===== src/verilog/lrd_pkg.sv =====
`default_nettype none

package lrd_pkg;

    // Register byte offsets, word aligned
    localparam logic [7:0] LRD_CTRL_OFS  = 8'h00;
    localparam logic [7:0] LRD_PLT_OFS   = 8'h04;
    localparam logic [7:0] LRD_FLT_OFS   = 8'h08;
    localparam logic [7:0] LRD_PINT_OFS  = 8'h0C;
    localparam logic [7:0] LRD_FINT_OFS  = 8'h10;
    localparam logic [7:0] LRD_LORA_OFS  = 8'h14;
    localparam logic [7:0] LRD_LORB_OFS  = 8'h18;
    localparam logic [7:0] LRD_STAT_OFS  = 8'h1C;
    localparam logic [7:0] LRD_IRQ_OFS   = 8'h20;

    // Control register fields
    localparam int LRD_CTRL_EN_LSB    = 0;
    localparam int LRD_CTRL_SELA_LSB  = 4;
    localparam int LRD_CTRL_ROUTEA    = 6;
    localparam int LRD_CTRL_SELB_LSB  = 8;
    localparam int LRD_CTRL_ROUTEB    = 10;
    localparam logic [31:0] LRD_CTRL_MASK = 32'h0000_0773;

    // Interval register fields
    localparam int LRD_INT_X_LSB = 0;
    localparam int LRD_INT_Y_LSB = 8;

    // Status register fields
    localparam int LRD_STAT_PLOCK   = 0;
    localparam int LRD_STAT_FLOCK   = 1;
    localparam int LRD_STAT_LOR_LSB = 2;

    // Reset values
    localparam logic [31:0] LRD_CTRL_RST = 32'h0000_0000;
    localparam logic [31:0] LRD_THR_RST  = 32'h0000_0000;
    localparam logic [4:0]  LRD_X_RST    = 5'h00;
    localparam logic [2:0]  LRD_Y_RST    = 3'h0;
    localparam logic [15:0] LRD_N_RST    = 16'hFFFF;

    // Widths and counts
    localparam int LRD_SAMPLE_W = 32;
    localparam int LRD_QCNT_W   = 21;
    localparam int LRD_NUM_REF  = 2;
    localparam int LRD_NUM_PINS = 4;
    localparam logic [2:0] LRD_HSIZE_WORD = 3'h2;

    typedef enum logic [1:0] {
        QUAL_HUNT   = 2'h1,
        QUAL_LOCKED = 2'h2
    } lrd_qual_type;

endpackage : lrd_pkg

`default_nettype wire


===== src/verilog/lrd_lock_if.sv =====
`default_nettype none

interface lrd_lock_if;
    logic       tick;
    logic       cmp_ok;
    logic [4:0] lock_exp;
    logic [2:0] unlock_exp;
    logic       locked;

    modport ctrl (output tick, output cmp_ok, output lock_exp,
                  output unlock_exp, input locked);
    modport qual (input tick, input cmp_ok, input lock_exp,
                  input unlock_exp, output locked);
endinterface : lrd_lock_if

`default_nettype wire


===== src/verilog/lrd_lock_qual.sv =====
`default_nettype none

module lrd_lock_qual
    import lrd_pkg::*;
(
    input  wire logic hclk,     // System clock
    input  wire logic hresetn,  // Async reset, active low
    lrd_lock_if.qual  lk        // Comparator in, lock flag out
);

    lrd_qual_type          state_r, state_nxt;
    logic                  run_r, run_nxt;
    logic [LRD_QCNT_W-1:0] cnt_r, cnt_nxt, cnt_run;
    logic [LRD_QCNT_W-1:0] lock_tgt, unl_tgt;
    logic                  locked_r;
    logic [3:0]            unl_sh;

    assign unl_sh   = {1'b0, lk.unlock_exp} + 4'h1;
    assign lock_tgt = LRD_QCNT_W'(1) << lk.lock_exp;
    assign unl_tgt  = LRD_QCNT_W'(1) << unl_sh;
    assign lk.locked = locked_r;

    // Run length of the current comparator state, saturating
    always_comb begin
        if (lk.cmp_ok != run_r) begin
            cnt_run = LRD_QCNT_W'(1);
        end else if (&cnt_r) begin
            cnt_run = cnt_r;
        end else begin
            cnt_run = cnt_r + LRD_QCNT_W'(1);
        end
    end

    always_comb begin
        state_nxt = state_r;
        cnt_nxt   = cnt_r;
        run_nxt   = run_r;
        if (lk.tick) begin
            run_nxt = lk.cmp_ok;
            cnt_nxt = cnt_run;
            case (state_r)
                QUAL_HUNT: begin
                    if (lk.cmp_ok && cnt_run >= lock_tgt) begin
                        state_nxt = QUAL_LOCKED;
                    end
                end
                QUAL_LOCKED: begin
                    if (!lk.cmp_ok && cnt_run >= unl_tgt) begin
                        state_nxt = QUAL_HUNT;
                        cnt_nxt   = '0;
                        run_nxt   = 1'b0;
                    end
                end
                default: begin
                    state_nxt = QUAL_HUNT;
                end
            endcase
        end
    end

    always_ff @(posedge hclk or negedge hresetn) begin
        if (!hresetn) begin
            state_r  <= QUAL_HUNT;
            cnt_r    <= '0;
            run_r    <= 1'b0;
            locked_r <= 1'b0;
        end else begin
            state_r  <= state_nxt;
            cnt_r    <= cnt_nxt;
            run_r    <= run_nxt;
            locked_r <= (state_nxt == QUAL_LOCKED);
        end
    end
endmodule : lrd_lock_qual

`default_nettype wire


===== src/verilog/lrd_top.sv =====
// Chosen here: the AHB-Lite slave port and the register offsets.
`default_nettype none

module lrd_top
    import lrd_pkg::*;
(
    input  wire logic        hclk,                     // System clock
    input  wire logic        hresetn,                  // Async reset, low
    input  wire logic        hsel,                     // Slave select
    input  wire logic [31:0] haddr,                    // Byte address
    input  wire logic [1:0]  htrans,                   // Transfer type
    input  wire logic        hwrite,                   // Write when high
    input  wire logic [2:0]  hsize,                    // Transfer size
    input  wire logic [31:0] hwdata,                   // Write data
    input  wire logic        hready,                   // Bus ready
    output logic      [31:0] hrdata,                   // Read data
    output logic             hreadyout,                // Slave ready
    output logic             hresp,                    // Always OKAY
    input  wire logic        pdiv_tick,                // P-divider pulse
    input  wire logic [31:0] phase_sample,             // Detector sample
    input  wire logic        first_reference_input,    // Reference pin A
    input  wire logic        second_reference_input,   // Reference pin B
    output logic      [3:0]  multipurpose_status_pins, // Status pins
    output logic             phase_lock,               // Phase locked
    output logic             frequency_lock            // Frequency locked
);

    lrd_lock_if pl_if ();
    lrd_lock_if fl_if ();

    logic [31:0] ctrl_r;
    logic [31:0] plt_r;
    logic [31:0] flt_r;
    logic [4:0]  pl_x_r, fl_x_r;
    logic [2:0]  pl_y_r, fl_y_r;
    logic [15:0] lora_n_r, lorb_n_r;
    logic [LRD_NUM_REF-1:0] irq_r, irq_nxt, irq_clr;

    logic        wr_pend_r;
    logic [7:0]  wr_addr_r;
    logic        rd_pend_r;
    logic [7:0]  rd_addr_r;
    logic        hreadyout_r;
    logic [31:0] hrdata_r;
    logic [31:0] rd_mux;
    logic        accept;
    logic        wr_en;

    logic signed [LRD_SAMPLE_W+1:0] samp_ext, prev_ext, diff;
    logic [LRD_SAMPLE_W-1:0] prev_r;
    logic [LRD_SAMPLE_W+1:0] phase_mag, diff_mag;

    logic [LRD_NUM_REF-1:0] ref_pin, ref_s1_r, ref_s2_r, ref_s3_r;
    logic [LRD_NUM_REF-1:0] ref_rise;
    logic [LRD_NUM_REF-1:0] lor_en;
    logic [LRD_NUM_REF-1:0] lor_lost;
    logic [LRD_NUM_REF-1:0] lor_set;
    logic [LRD_NUM_REF-1:0][15:0] lor_n;
    logic [LRD_NUM_REF-1:0][1:0]  pin_sel;
    logic [LRD_NUM_REF-1:0]       pin_route;
    logic        half_r;
    logic [LRD_NUM_PINS-1:0] pins_r;

    // Bus slave. Only word writes are taken; the address is decoded
    // on its low byte, so the map repeats across the upper bits.
    assign accept = hsel && htrans[1] && hready;
    assign wr_en  = wr_pend_r;

    always_ff @(posedge hclk or negedge hresetn) begin
        if (!hresetn) begin
            wr_pend_r <= 1'b0;
            wr_addr_r <= 8'h00;
            rd_pend_r <= 1'b0;
            rd_addr_r <= 8'h00;
        end else begin
            wr_pend_r <= accept && hwrite && (hsize == LRD_HSIZE_WORD);
            rd_pend_r <= accept && !hwrite;
            if (accept) begin
                wr_addr_r <= haddr[7:0];
                rd_addr_r <= haddr[7:0];
            end
        end
    end

    // Reads take one wait state so that a read right after a write
    // always returns the freshly written value.
    always_ff @(posedge hclk or negedge hresetn) begin
        if (!hresetn) begin
            hreadyout_r <= 1'b1;
            hrdata_r    <= 32'h0000_0000;
        end else begin
            hreadyout_r <= !(accept && !hwrite);
            if (rd_pend_r) begin
                hrdata_r <= rd_mux;
            end
        end
    end

    assign hreadyout = hreadyout_r;
    assign hrdata    = hrdata_r;

    always_ff @(posedge hclk or negedge hresetn) begin
        if (!hresetn) begin
            hresp <= 1'b0;
        end else begin
            hresp <= 1'b0;
        end
    end

    always_comb begin
        rd_mux = 32'h0000_0000;
        case (rd_addr_r)
            LRD_CTRL_OFS: rd_mux = ctrl_r;
            LRD_PLT_OFS:  rd_mux = plt_r;
            LRD_FLT_OFS:  rd_mux = flt_r;
            LRD_PINT_OFS: rd_mux = {21'h0, pl_y_r, 3'h0, pl_x_r};
            LRD_FINT_OFS: rd_mux = {21'h0, fl_y_r, 3'h0, fl_x_r};
            LRD_LORA_OFS: rd_mux = {16'h0000, lora_n_r};
            LRD_LORB_OFS: rd_mux = {16'h0000, lorb_n_r};
            LRD_STAT_OFS: rd_mux = {28'h0, lor_lost,
                                    fl_if.locked, pl_if.locked};
            LRD_IRQ_OFS:  rd_mux = {30'h0, irq_r};
            default:      rd_mux = 32'h0000_0000;
        endcase
    end

    always_ff @(posedge hclk or negedge hresetn) begin
        if (!hresetn) begin
            ctrl_r   <= LRD_CTRL_RST;
            plt_r    <= LRD_THR_RST;
            flt_r    <= LRD_THR_RST;
            pl_x_r   <= LRD_X_RST;
            pl_y_r   <= LRD_Y_RST;
            fl_x_r   <= LRD_X_RST;
            fl_y_r   <= LRD_Y_RST;
            lora_n_r <= LRD_N_RST;
            lorb_n_r <= LRD_N_RST;
        end else if (wr_en) begin
            case (wr_addr_r)
                LRD_CTRL_OFS: ctrl_r <= hwdata & LRD_CTRL_MASK;
                LRD_PLT_OFS:  plt_r  <= hwdata;
                LRD_FLT_OFS:  flt_r  <= hwdata;
                LRD_PINT_OFS: begin
                    pl_x_r <= hwdata[LRD_INT_X_LSB +: 5];
                    pl_y_r <= hwdata[LRD_INT_Y_LSB +: 3];
                end
                LRD_FINT_OFS: begin
                    fl_x_r <= hwdata[LRD_INT_X_LSB +: 5];
                    fl_y_r <= hwdata[LRD_INT_Y_LSB +: 3];
                end
                LRD_LORA_OFS: lora_n_r <= hwdata[15:0];
                LRD_LORB_OFS: lorb_n_r <= hwdata[15:0];
                default: begin
                end
            endcase
        end
    end

    // Write one to clear; a loss arriving in the same cycle wins
    assign irq_clr = (wr_en && wr_addr_r == LRD_IRQ_OFS) ?
                     hwdata[LRD_NUM_REF-1:0] : '0;
    assign irq_nxt = (irq_r & ~irq_clr) | lor_set;

    always_ff @(posedge hclk or negedge hresetn) begin
        if (!hresetn) begin
            irq_r <= '0;
        end else begin
            irq_r <= irq_nxt;
        end
    end

    // Lock detectors. The first difference after reset is taken
    // against zero and may be large; it only delays frequency lock.
    assign samp_ext  = {{2{phase_sample[31]}}, phase_sample};
    assign prev_ext  = {{2{prev_r[31]}}, prev_r};
    assign diff      = samp_ext - prev_ext;
    assign phase_mag = samp_ext[LRD_SAMPLE_W+1] ? -samp_ext : samp_ext;
    assign diff_mag  = diff[LRD_SAMPLE_W+1] ? -diff : diff;

    always_ff @(posedge hclk or negedge hresetn) begin
        if (!hresetn) begin
            prev_r <= '0;
        end else if (pdiv_tick) begin
            prev_r <= phase_sample;
        end
    end

    assign pl_if.tick       = pdiv_tick;
    assign pl_if.cmp_ok     = phase_mag <= {2'b00, plt_r};
    assign pl_if.lock_exp   = pl_x_r;
    assign pl_if.unlock_exp = pl_y_r;
    assign fl_if.tick       = pdiv_tick;
    assign fl_if.cmp_ok     = diff_mag <= {2'b00, flt_r};
    assign fl_if.lock_exp   = fl_x_r;
    assign fl_if.unlock_exp = fl_y_r;

    lrd_lock_qual u_phase_qual (
        .hclk    (hclk),
        .hresetn (hresetn),
        .lk      (pl_if)
    );

    lrd_lock_qual u_freq_qual (
        .hclk    (hclk),
        .hresetn (hresetn),
        .lk      (fl_if)
    );

    assign phase_lock     = pl_if.locked;
    assign frequency_lock = fl_if.locked;

    // Reference loss monitors
    assign ref_pin   = {second_reference_input, first_reference_input};
    assign lor_en    = ctrl_r[LRD_CTRL_EN_LSB +: LRD_NUM_REF];
    assign lor_n     = {lorb_n_r, lora_n_r};
    assign pin_sel   = {ctrl_r[LRD_CTRL_SELB_LSB +: 2],
                        ctrl_r[LRD_CTRL_SELA_LSB +: 2]};
    assign pin_route = {ctrl_r[LRD_CTRL_ROUTEB], ctrl_r[LRD_CTRL_ROUTEA]};
    assign ref_rise  = ref_s2_r & ~ref_s3_r;

    always_ff @(posedge hclk or negedge hresetn) begin
        if (!hresetn) begin
            ref_s1_r <= '0;
            ref_s2_r <= '0;
            ref_s3_r <= '0;
            half_r   <= 1'b0;
        end else begin
            ref_s1_r <= ref_pin;
            ref_s2_r <= ref_s1_r;
            ref_s3_r <= ref_s2_r;
            half_r   <= !half_r;
        end
    end

    generate
        for (genvar i = 0; i < LRD_NUM_REF; i++) begin : g_lor
            logic [15:0] cnt_r, cnt_nxt;
            logic        lost_r, lost_nxt;
            logic        inc;

            // Counting stops at N, so the flag stays up until an edge or until the monitor is disabled
            assign inc = lor_en[i] && !ref_rise[i] && half_r &&
                         (cnt_r != lor_n[i]);

            always_comb begin
                cnt_nxt  = cnt_r;
                lost_nxt = lost_r;
                if (!lor_en[i]) begin
                    cnt_nxt  = 16'h0000;
                    lost_nxt = 1'b0;
                end else if (ref_rise[i]) begin
                    cnt_nxt  = 16'h0000;
                    lost_nxt = 1'b0;
                end else if (inc) begin
                    cnt_nxt  = cnt_r + 16'h0001;
                    lost_nxt = (cnt_nxt == lor_n[i]);
                end
            end

            always_ff @(posedge hclk or negedge hresetn) begin
                if (!hresetn) begin
                    cnt_r  <= 16'h0000;
                    lost_r <= 1'b0;
                end else begin
                    cnt_r  <= cnt_nxt;
                    lost_r <= lost_nxt;
                end
            end

            assign lor_lost[i] = lost_r;
            assign lor_set[i]  = lost_nxt && !lost_r;
        end
    endgenerate

    generate
        for (genvar p = 0; p < LRD_NUM_PINS; p++) begin : g_pin
            always_ff @(posedge hclk or negedge hresetn) begin
                if (!hresetn) begin
                    pins_r[p] <= 1'b0;
                end else begin
                    pins_r[p] <=
                        (pin_route[0] && pin_sel[0] == 2'(p) &&
                         lor_lost[0]) ||
                        (pin_route[1] && pin_sel[1] == 2'(p) &&
                         lor_lost[1]);
                end
            end
        end
    endgenerate

    assign multipurpose_status_pins = pins_r;
endmodule : lrd_top

`default_nettype wire


===== config.mk =====
export PLATFORM = sky130hd
export DESIGN_NAME = lrd_top
export DESIGN_NICKNAME = d
export VERILOG_FILES = /design/src/verilog/lrd_pkg.sv /design/src/verilog/lrd_lock_if.sv /design/src/verilog/lrd_lock_qual.sv /design/src/verilog/lrd_top.sv
export SDC_FILE = /design/constraint.sdc
export NUM_CORES = 1
export LEC_CHECK = 0
export BUFFER_PORTS_ARGS = -buffer_cell sky130_fd_sc_hd__buf_2
export CAP_MARGIN = 20
export CELL_PAD_IN_SITES_DETAIL_PLACEMENT = 1
export CELL_PAD_IN_SITES_GLOBAL_PLACEMENT = 2
export CORE_ASPECT_RATIO = 1.5
export CORE_MARGIN = 3
export CORE_UTILIZATION = 42
export CTS_BUF_LIST = sky130_fd_sc_hd__clkbuf_8 sky130_fd_sc_hd__clkbuf_16
export CTS_CLUSTER_SIZE = 30
export DETAILED_ROUTE_END_ITERATION = 8
export PLACE_DENSITY = 0.86
export RECOVER_POWER = 25
export SLEW_MARGIN = 20
export SYNTH_ARGS = -nofsm -noshare
export SYNTH_HDL_FRONTEND = slang
export SYNTH_HIERARCHICAL = 1
export SYNTH_SLANG_ARGS = --single-unit

===== constraint.sdc =====
create_clock -name hclk -period 24.7 [get_ports hclk]
set_input_delay 2.47 -clock hclk [delete_from_list [all_inputs] [get_ports hclk]]
set_output_delay 2.47 -clock hclk [all_outputs]
set_load 0.1 [all_outputs]

==> metrics, run 1 <==
status finished, violations left; failing checks capacitance limit, slew limit; Root Driver clkbuf_16; Worst-Margin Slew between 4000 and 5000 ps; reg-to-reg startpoint prev_r[0]$_DFFE_PN0P_; Critical Path AT 12200 ps; CP dominant cell by count o21ai_0; mux share of post-synthesis cell area a little under 8%; drt first pass iters 7; clk buf depth 3; R2R Setup Slk 14720 ps; fraction of registers with async set/reset 100%; Via density 5.93; Max transition margin -203%; core outline area approximately 0.051 mm2; min cycle time layout approximately 12000 ps; slowest CP cell o41ai_1; critical path capture point type flop; standard-cell rows about 100; Clock Skews ~22 ps; min-delay worst type reg -> reg; Ports around 150; clk sinks between 200 and 300; final worst-path cycle share between 40% and 50%; Synth Area in Simple Gates approximately a fifth; share of the synthesized area in the top cell type ~30%; register area share after synthesis between 30 and 40%; Synth area leader dfrtp_1; hold_sp ref_s1_r[1]$_DFF_PN0_; Yosys cell types 111; H-tree Lvls 2; largest net degree at the start of global routing 96; syn avg cell area between 8 and 9 um2; CP Launch Point phase_sample[0]; CP peak stage delay 640 ps; cts bufs inserted 34; max-slew violations 170; die height 284 um; RSZ-0062 raised after global routing no; # setup viols final 0; Die Area 0.0545 mm2; clk slew on worst S/H paths approximately 60 ps; FMAX ~0.085 GHz; total power between 1.5 and 2 mW; Post-CTS Setup Bufs 0; vias in the first global route roughly 21000; Layout Cells excl Fill 3217; Syn Inst Count 2424; Hold-fix buffers, CTS 0; hold depth 0; xor/xnor share of the synthesized area approximately 7.5%; antenna viol nets, final 0; HPWL after detailed placement approximately 55000 um; largest family of logic cells by synthesized area simple AND/OR/NAND/NOR gates; Setup crit start kind input port; most frequent cells after synthesis 257 x dfrtp_1, 253 x nand2_1, 203 x nor2_1, 172 x ha_1, 158 x inv_1; via count ~19000; synthesized cell area ~0.022 mm2; Fin. Hold Viols 0; Area contributors post-synth dfrtp_1 30%, ha_1 9.9%, mux2_2 7.1%; Starting DRT DRC Count 820; routability cong. between 0.8 and 0.9; initial core utilization 42.6%; Synth Register Bits between 200 and 300; layout net count between 2000 and 3000; cell area power density around 71 mW/mm2; global-route wire length before repair 112000 um; top_reg_cell synth dfrtp_1; VDD IR max around 60 uV; DRC viols 0; DP Cell Count around 3200; gr usage total between 20% and 30%; Syn. warnings 6; CP Class in -> reg; top-count cell post-synth dfrtp_1; Fin Setup TNS 0 ps; # resized after CTS 0; Leakage roughly 10 nW; IO Port Bufs about 120; Routed Wire Length between 70000 and 80000 um; Die X roughly 190 um; Area Overhead vs Synth 11.3%; max cap viols 4; r2r endpoint u_freq_qual/state_r[0]$_DFF_PN1_; share of layout cells above drive strength 1 approximately 17%; initial antenna violation count 1; TritonCTS clock tree built; GRT overflow 0; Synth Area in Adders around a tenth; CP required between 20000 and 30000 ps; compound-gate portion of the synthesized area between 15 and 20%; Post-synth EDFFs 0; average routed wire per standard cell 22.2 um; clock latency on the worst-skew pair about 570 ps; Hold EP ref_s2_r[1]$_DFF_PN0_; FF-to-FF path depth 35; crit-path max FO 9
layout by cell type (no fill, tap or decap), types with 19 or more instances in the layout:
| cell type | n |
|---|---|
| buf_2 | 112 |
| nor2_1 | 202 |
| dfrtp_1 | 256 |
| nand3_1 | 76 |
| nor2b_1 | 24 |
| dfstp_2 | 33 |
| ha_1 | 172 |
| o31ai_1 | 19 |
| inv_1 | 161 |
| a21o_1 | 32 |
| mux2_2 | 137 |
| nand2_1 | 253 |
| nor4_1 | 21 |
| a31oi_1 | 24 |
| nor3_1 | 44 |
| clkbuf_16 | 34 |
| a21oi_1 | 125 |
| and3_1 | 24 |
| a22oi_1 | 32 |
| nand4_1 | 57 |
| xnor2_1 | 121 |
| xor2_1 | 64 |
| o21ai_0 | 108 |
per-layer routing:
| layer | vias up | global-route usage [%] | routed length [um] |
|---|---|---|---|
| met2 | 425 | 48.9 | 37900 |
| li1 | 8909 | - | - |
| met1 | 9516 | 27.5 | 26000 |
| met4 | 2 | 15.5 | 4940 |
| met5 | - | 0 | 8 |
| met3 | 218 | 3.45 | 2540 |
state kept, by name, indices dropped and copies added, names as in the netlist, 3 cells and up:
signal                    cells
pl_if.unlock_exp              3
hrdata                       32
fl_if.unlock_exp              3
rd_addr_r                     8
flt_r                        32
u_freq_qual/cnt_r            21
lorb_n_r                     16
multipurpose_status_pins      4
pl_if.lock_exp                5
ctrl_r                        8
fl_if.lock_exp                5
prev_r                       32
g_lor.cnt_r                  32
lora_n_r                     16
plt_r                        32
u_phase_qual/cnt_r           21
how the worst max path moves through the flow:
| stage | endpoint | cells after the start | slack [ps] |
|---|---|---|---|
| after floorplan | u_freq_qual/lk.locked$_DFF_PN0_ | 36 | 14550 |
| after global placement | u_freq_qual/state_r[0]$_DFF_PN1_ | 37 | 12780 |
| after global routing | u_freq_qual/state_r[0]$_DFF_PN1_ | 37 | 12530 |
| after CTS | u_freq_qual/state_r[0]$_DFF_PN1_ | 37 | 13150 |
| final | u_freq_qual/state_r[0]$_DFF_PN1_ | 37 | 12990 |
| after detailed placement | u_freq_qual/state_r[0]$_DFF_PN1_ | 37 | 12520 |
power by group:
group / internal, mW / total, mW / switching (mW)
registers: 0.520 / 0.562 / 0.0418
logic: 0.203 / 0.614 / 0.411
clock network: 0.320 / 0.549 / 0.229
cells by family (layout without fill, tap and decap cells):
| kind of cell | count (synthesis) | count (layout) |
|---|---|---|
| compound gates | 539 | 539 |
| xor+xnor | 186 | 186 |
| fa+ha+maj | 174 | 174 |
| buf+inv | 250 | 361 |
| flops | 292 | 292 |
| mux | 152 | 152 |
| other cells | 5 | 18 |
| simple gates | 826 | 826 |
layout make-up:
cell class / count / area, um2
clock inverters: 21 / 269
flip-flops and latches: 292 / 7350
clock buffers: 41 / 947
repair buffers: 141 / 733
well taps: 669 / 837
inverters: 158 / 593
diodes: 1 / 2.50
fillers: 5947 / 26800
multi-input cells: 1894 / 13400
critical path, delay by kind of cell:
kind / cells / cell delay (ps)
AO/OA/AOI/OAI: 18 / 5430
XOR/XNOR: 3 / 820
adder cells (fa/ha/maj): 4 / 1300
buffers and inverters: 3 / 370
AND/OR/NAND/NOR: 9 / 1800
through the flow:
stage | hold slack (ps) | area (um2) | setup slack, ps | utilization (%)
floorplan | 331 | 21800 | 14550 | -
global placement | 339 | 23000 | 12780 | 45.1
detailed placement | 355 | 23000 | 12520 | 45.1
CTS | 369 | 24200 | 13150 | 47.5
global route | 383 | 24100 | 12530 | 47.4
finish | 364 | 24100 | 12990 | 47.4
No activity file was read; power rests on OpenSTA's default activity.
==> run 2, diff against run 1 <==
- ABC_AREA: not set -> 1
- CORE_UTILIZATION: 42 -> 35
- PLACE_DENSITY: 0.86 -> 0.8
- clock period: 24.7 -> 12.15 ns (I/O delays scaled with it)
==> run 2 against run 1 <==
Against the previous run:
- the run still ends with capacitance limit, slew limit left
- sequential share of layout area shrank 1.4 points
- die area up 24%
- combinational power increased by 28%
- count of clock-buffer cells in the layout grew 4
- first-iteration DRC count rose by 18%
- global-route usage fell by 1.4 points
- non-clock buffer count shrank 9
- largest cell class unchanged
- flip-flop and latch count unchanged
==> metrics, run 2 <==
Ports 149 (unchanged); commonest non-fill, non-tap cells in the layout 931 x nand2_1, 505 x inv_1, 257 x dfrtp_1 (was 256 x dfrtp_1, 253 x nand2_1, 202 x nor2_1); mux share of post-synthesis cell area 0.199% (was 7.80%); Fin Setup TNS 0 ps (unchanged); core outline area 0.0636 mm2 (was 0.0509 mm2); final design utilization 39.8% (was 47.4%); synthesized cell area 0.0226 mm2 (was 0.0217 mm2); clock latency on the worst-skew pair 580 ps (was 570 ps); Leakage 14.1 nW (was 10.4 nW); CP required 12710 ps (was 25190 ps); Synth area leader dfrtp_1 (unchanged); clk sinks 292 (unchanged); xor/xnor share of the synthesized area 4.04% (was 7.54%); Via density 5.19 (was 5.93); clk buf depth 3 (unchanged); average routed wire per standard cell 19.8 um (was 22.2 um); routability cong. 0.895 (was 0.880); R2R Setup Slk 4390 ps (was 14720 ps); FF-to-FF path depth 49 (was 35); Synth Area in Adders 9.60% (was 10.1%); CP Launch Point hresetn (was phase_sample[0]); via count 21900 (was 19100); CP Class in -> async (was in -> reg); GRT overflow 0 (unchanged); die height 317 um (was 284 um); DRC viols 0 (unchanged); Logic pwr share 26.4% (was 35.6%); Yosys cell types 61 (was 111); Routed Wire Length 83600 um (was 71300 um); Layout Cells excl Fill 4218 (was 3217); global-route wire length before repair 130000 um (was 112000 um); fraction of registers with async set/reset 100% (unchanged); TritonCTS clock tree built (unchanged); DP Cell Count 4150 (was 3154); Max transition margin -294% (was -203%); Synth Area in Simple Gates 31.1% (was 18.8%); Post-synth EDFFs 0 (unchanged); antenna viol nets, final 0 (unchanged); max layer used met4 (was met5); compound-gate portion of the synthesized area 12.4% (was 17.3%); failing checks capacitance limit, slew limit (unchanged); status finished, violations left (unchanged); Area Overhead vs Synth 11.9% (was 11.3%); share of layout cells above drive strength 1 10.8% (was 16.8%); drt first pass iters 5 (was 7); largest family of logic cells by synthesized area simple AND/OR/NAND/NOR gates (unchanged); hold_ws 357 ps (was 364 ps); top-count cell post-synth nand2_1 (was dfrtp_1); # resized after CTS 0 (unchanged); met2 WL 45300 um (was 37900 um); Hold-fix buffers, CTS 0 (unchanged); HPWL after detailed placement 66900 um (was 55400 um); Psw 1.06 mW (was 0.681 mW); share of power burned in registers 35.5% (was 32.6%); top_reg_cell synth dfrtp_1 (unchanged); VDD IR max 106 uV (was 61.2 uV); cts bufs inserted 37 (was 34); met3 wire length 2100 um (was 2540 um); RSZ-0062 raised after global routing no (unchanged); Syn Inst Count 3271 (was 2424); min-delay worst type reg -> reg (unchanged); Synth Register Bits 292 (unchanged); # setup viols final 0 (unchanged); final worst-path cycle share around 72%; Critical Path AT 9250 ps (was 12200 ps); total power 2.98 mW (was 1.72 mW); FMAX roughly 0.12 GHz; register area share after synthesis 32.5% (was 33.9%); largest net degree at the start of global routing 124 (was 96); Clock Skews 24.8 ps (was 21.6 ps); filler cell count 8145 (was 5947); Root Driver clkbuf_16 (unchanged); H-tree Lvls 2 (unchanged); Switching Fraction 35.7% (was 39.5%); Area contributors post-synth dfrtp_1 28%, nand2_1 15%, ha_1 9.5% (was dfrtp_1 30%, ha_1 9.9%, mux2_2 7.1%); critical path capture point type asynchronous set/reset pin (was flop); Fin. Hold Viols 0 (unchanged); syn avg cell area 6.92 um2 (was 8.96 um2); Post-CTS Setup Bufs 0 (unchanged); commonest non-fill, non-tap cell in the layout nand2_1 (was dfrtp_1); max-slew violations 255 (was 170); initial core utilization 35.6% (was 42.6%); Syn. warnings 6 (unchanged); initial antenna violation count 1 (unchanged); max cap viols 3 (was 4); most frequent cells after synthesis 933 x nand2_1, 497 x inv_1, 257 x dfrtp_1, 236 x o21ai_0, 215 x nor2_1 (was 257 x dfrtp_1, 253 x nand2_1, 203 x nor2_1, 172 x ha_1, 158 x inv_1); clock power share 38.1% (was 31.8%); gr usage total 24.8% (was 26.2%); Reg area 0.00735 mm2 (about the same); Starting DRT DRC Count 965 (was 820); Critical Path End g_lor[1].cnt_r[14]$_DFFE_PN0P_ (was u_freq_qual/state_r[0]$_DFF_PN1_); share of the synthesized area in the top cell type 28.4% (was 29.6%); M1 WL 31900 um (was 26000 um); Die Area 0.0678 mm2 (was 0.0545 mm2); cell area power density 118 mW/mm2 (was 71.4 mW/mm2); standard-cell rows 113 (was 101); Die X 214 um (was 192 um); r2r endpoint u_freq_qual/cnt_r[11]$_DFFE_PN0P_ (was u_freq_qual/state_r[0]$_DFF_PN1_); Int Pwr 1.92 mW (was 1.04 mW); clk slew on worst S/H paths 60 ps (about the same); multi-input logic area 0.0131 mm2 (was 0.0134 mm2); min cycle time layout 8690 ps; layout net count 3666 (was 2803); Worst-Margin Slew 5910 ps (was 4550 ps); Setup crit start kind input port (unchanged); reg-to-reg startpoint prev_r[0]$_DFFE_PN0P_ (unchanged); IO Port Bufs 122 (unchanged); vias in the first global route 23300 (was 20500); crit-path max FO 123 (was 9)
-- run 2: cell count changes after synthesis, moves of 23 or more --
cell	change
a21o_1	-28
a21oi_1	-23
a22oi_1	-32
inv_1	+339
mux2_2	-133
nand2_1	+680
nand2_2	+47
nand3_1	+119
nor2b_1	-24
o21ai_0	+127
o22ai_1	+33
xnor2_1	-90
-- run 2: kinds of logic (layout without fill, tap and decap cells) --
logic type | Yosys count | in the layout
compound gates | 499 | 499
xor+xnor | 101 | 101
fa+ha+maj | 173 | 173
buf+inv | 595 | 724
flops | 292 | 292
mux | 4 | 4
other cells | 5 | 18
simple gates | 1602 | 1602
-- run 2: how the worst min path moves through the flow --
stage	startpoint	end	slack (ps)	cells after the start
finish	ref_s1_r[1]$_DFF_PN0_	ref_s2_r[1]$_DFF_PN0_	360	0
global placement	ref_s1_r[1]$_DFF_PN0_	ref_s2_r[1]$_DFF_PN0_	340	0
CTS	ref_s1_r[1]$_DFF_PN0_	ref_s2_r[1]$_DFF_PN0_	360	0
detailed placement	ref_s1_r[1]$_DFF_PN0_	ref_s2_r[1]$_DFF_PN0_	340	0
global route	ref_s1_r[1]$_DFF_PN0_	ref_s2_r[1]$_DFF_PN0_	360	0
floorplan	ref_s1_r[0]$_DFF_PN0_	ref_s2_r[0]$_DFF_PN0_	330	0
-- run 2: per-stage QoR --
stage | setup WS (ps) | area, um2
after detailed placement | 2760 | 24100
final | 3460 | 25300
after global routing | 1940 | 25300
after floorplan | 5330 | 22700
after global placement | 2820 | 24100
after CTS | 3350 | 25300
-- run 2: cell type report --
| cell class | count | share of cell area (%) |
|---|---|---|
| Clock buffer | 45 | 4.14 |
| Sequential cell | 292 | 29.0 |
| Antenna cell | 1 | 0.00989 |
| Timing Repair Buffer | 132 | 2.72 |
| Tap cell | 805 | 3.98 |
| Clock inverter | 22 | 0.737 |
| Inverter | 525 | 7.79 |
| Multi-Input combinational cell | 2396 | 51.6 |
-- run 2: power groups by stage --
stage | Sequential, mW | Clock, mW | Combinational (mW)
2_1_floorplan | 1.11 | 0 | 0.504
3_5_place_dp | 1.07 | 0 | 0.795
6_report | 1.06 | 1.14 | 0.786
5_1_grt | 1.06 | 1.21 | 0.894
3_3_place_gp | 1.07 | 0 | 0.767
4_1_cts | 1.06 | 1.17 | 0.801
-- run 2: metal layers --
| metal | global-route usage [%] | up-vias |
|---|---|---|
| met5 | 0 | - |
| met1 | 26.4 | 10600 |
| li1 | - | 10800 |
| met4 | 11.4 | 0 |
| met3 | 2.48 | 146 |
| met2 | 48.5 | 338 |
-- run 2: critical path, stage by stage --
cell	delay [ps]
clkbuf_1	4040
clkbuf_2	2670
buf_4	1020
==> run 3, diff against run 2 <==
- CORE_UTILIZATION: 35 -> 32
- PLACE_DENSITY: 0.8 -> 0.77
- clock period: 12.15 -> 7.95 ns (I/O delays scaled with it)
==> run 3 against run 2 <==
Against the previous run:
- critical path type is now in -> reg
- critical endpoint is now u_freq_qual/cnt_r[16]$_DFFE_PN0P_
- design area up 1.8%
- the run still ends with capacitance limit, slew limit left
- sequential share of layout area down 0.50 points
- largest power group unchanged
- via count up 0.55%
==> metrics, run 3 (synthesized netlist as in run 2, its figures left out) <==
Switching Fraction 35.3% (was 35.7%); clk buf depth 3 (unchanged); global-route wire length before repair 134000 um (was 130000 um); H-tree Lvls 2 (unchanged); cell area power density 181 mW/mm2 (was 118 mW/mm2); CP required 8440 ps (was 12710 ps); failing checks capacitance limit, slew limit (unchanged); Ports 149 (unchanged); RSZ-0062 raised after global routing no (unchanged); max-slew violations 173 (was 255); layout net count 3700 (was 3666); worst path buffer plus inverter count 9 (was 3); min-delay worst type in -> reg (was reg -> reg); cts bufs inserted 36 (was 37); status finished, violations left (unchanged); Critical Path AT 7530 ps (was 9250 ps); die height 332 um (was 317 um); Logic pwr share 26.3% (was 26.4%); clock latency on the worst-skew pair 590 ps (was 580 ps); gr usage total 23.0% (was 24.8%); vias in the first global route 24100 (was 23300); IO Port Bufs 122 (unchanged); Final Instance Area 0.0257 mm2 (was 0.0253 mm2); min cycle time layout about 7000 ps; clk slew on worst S/H paths 70 ps (was 60 ps); share of layout cells above drive strength 1 11.7% (was 10.8%); clk sinks 292 (unchanged); commonest non-fill, non-tap cells in the layout 930 x nand2_1, 506 x inv_1, 257 x dfrtp_1 (was 931 x nand2_1, 505 x inv_1, 257 x dfrtp_1); Post-CTS Setup Bufs 0 (unchanged); Area Overhead vs Synth 13.8% (was 11.9%); HPWL after detailed placement 69200 um (was 66900 um); Starting DRT DRC Count 1033 (was 965); Worst-Margin Slew 4670 ps (was 5910 ps); initial antenna violation count 2 (was 1); commonest non-fill, non-tap cell in the layout nand2_1 (unchanged); CP peak stage delay 410 ps (was 4040 ps); standard-cell rows 118 (was 113); Clock Skews 18.7 ps (was 24.8 ps); Die Area 0.0740 mm2 (was 0.0678 mm2); core outline area 0.0695 mm2 (was 0.0636 mm2); initial core utilization 32.5% (was 35.6%); slowest CP cell fa_1 (was clkbuf_1); antenna viol nets, final 0 (unchanged); average routed wire per standard cell 19.6 um (was 19.8 um); TritonCTS clock tree built (unchanged); # setup viols final 0 (unchanged); Leakage 14.3 nW (was 14.1 nW); hold_ws 315 ps (was 357 ps); VDD IR max 158 uV (was 106 uV); DP Cell Count 4280 (was 4150); largest net degree at the start of global routing 101 (was 124); delay-heaviest family, CP simple AND/OR/NAND/NOR gates (was buffers and inverters); Die X 223 um (was 214 um); Cell Area, Placed 0.0245 mm2 (was 0.0241 mm2); GRT overflow 0 (unchanged); Fin. Hold Viols 0 (unchanged); final worst-path cycle share around nine tenths; CP Class in -> reg (was in -> async); Root Driver clkbuf_16 (unchanged); Fin Setup TNS 0 ps (unchanged); CP dominant cell by count nand2_1; via count 22000 (was 21900); DRC viols 0 (unchanged); Int Pwr 3.02 mW (was 1.92 mW); Layout Cells excl Fill 4347 (was 4218); Hold-fix buffers, CTS 0 (unchanged); critical path capture point type flop (was asynchronous set/reset pin); drt first pass iters 4 (was 5); routability cong. 0.867 (was 0.895); clock power share 39.0% (was 38.1%); FMAX approximately 0.14 GHz; Max transition margin -211% (was -294%); Via density 5.06 (was 5.19); share of power burned in registers 34.7% (was 35.5%); max cap viols 3 (unchanged); Routed Wire Length 85300 um (was 83600 um); crit-path max FO 23 (was 123); Setup crit start kind input port (unchanged); Psw 1.64 mW (was 1.06 mW)
run 3: cell count changes in the layout (fill, tap and decap cells not counted), moves of 2 or more:
cell,delta
buf_12,+2
buf_4,+34
bufinv_16,+4
clkbuf_16,-2
clkbuf_8,-2
clkinv_2,-2
run 3: path summary, 6_finish.rpt:
path,startpoint,to,slack (ps),cells after the start
max reg2reg,prev_r[0]$_DFFE_PN0P_,u_freq_qual/cnt_r[16]$_DFFE_PN0P_,940,52
max,phase_sample[0],u_freq_qual/cnt_r[16]$_DFFE_PN0P_,910,54
max in group asynchronous,hresetn,hrdata[1]$_DFFE_PN0P_,1760,2
min,first_reference_input,ref_s1_r[0]$_DFF_PN0_,320,1
min in group asynchronous,hresetn,u_freq_qual/cnt_r[19]$_DFFE_PN0P_,1870,1
min reg2reg,ref_s1_r[1]$_DFF_PN0_,ref_s2_r[1]$_DFF_PN0_,350,0
run 3: stage by stage:
step	setup slack [ps]	util [%]	power, mW
floorplan	1550	-	2.47
global placement	396	35.2	2.83
detailed placement	162	35.2	2.89
CTS	799	37.0	4.74
global route	80.0	37.0	4.94
finish	909	37.0	4.66
run 3: repair_timing:
action / 4_1_cts / 5_1_grt
hold endpoints to repair: 0 / 0
setup endpoints to repair: 0 / 12
gates resized for setup: 0 / 2
run 3: layout make-up:
type                       instances  area [um2]
timing repair buffer             167         967
fill                            8850       43800
clock buffer                      41         970
antenna                            1        2.50
sequential                       292        7350
clock inverter                    25         305
tap                              900        1130
inverter                         525        1970
multi-input combinational       2396       13100
run 3: power groups by stage:
stage	registers [mW]	logic, mW	clock network (mW)
final	1.62	1.23	1.82
after global routing	1.63	1.40	1.92
after CTS	1.62	1.25	1.87
after detailed placement	1.64	1.24	0
after global placement	1.64	1.19	0
after floorplan	1.70	0.771	0
run 3: routing by layer:
| layer | vias up | part of all wire, % | global-route usage [%] |
|---|---|---|---|
| met5 | - | 0.015 | 0 |
| met4 | 2 | 5.7 | 11.5 |
| met3 | 166 | 2.6 | 2.48 |
| met2 | 343 | 54 | 44.4 |
| met1 | 10700 | 38 | 24.3 |
| li1 | 10800 | - | - |
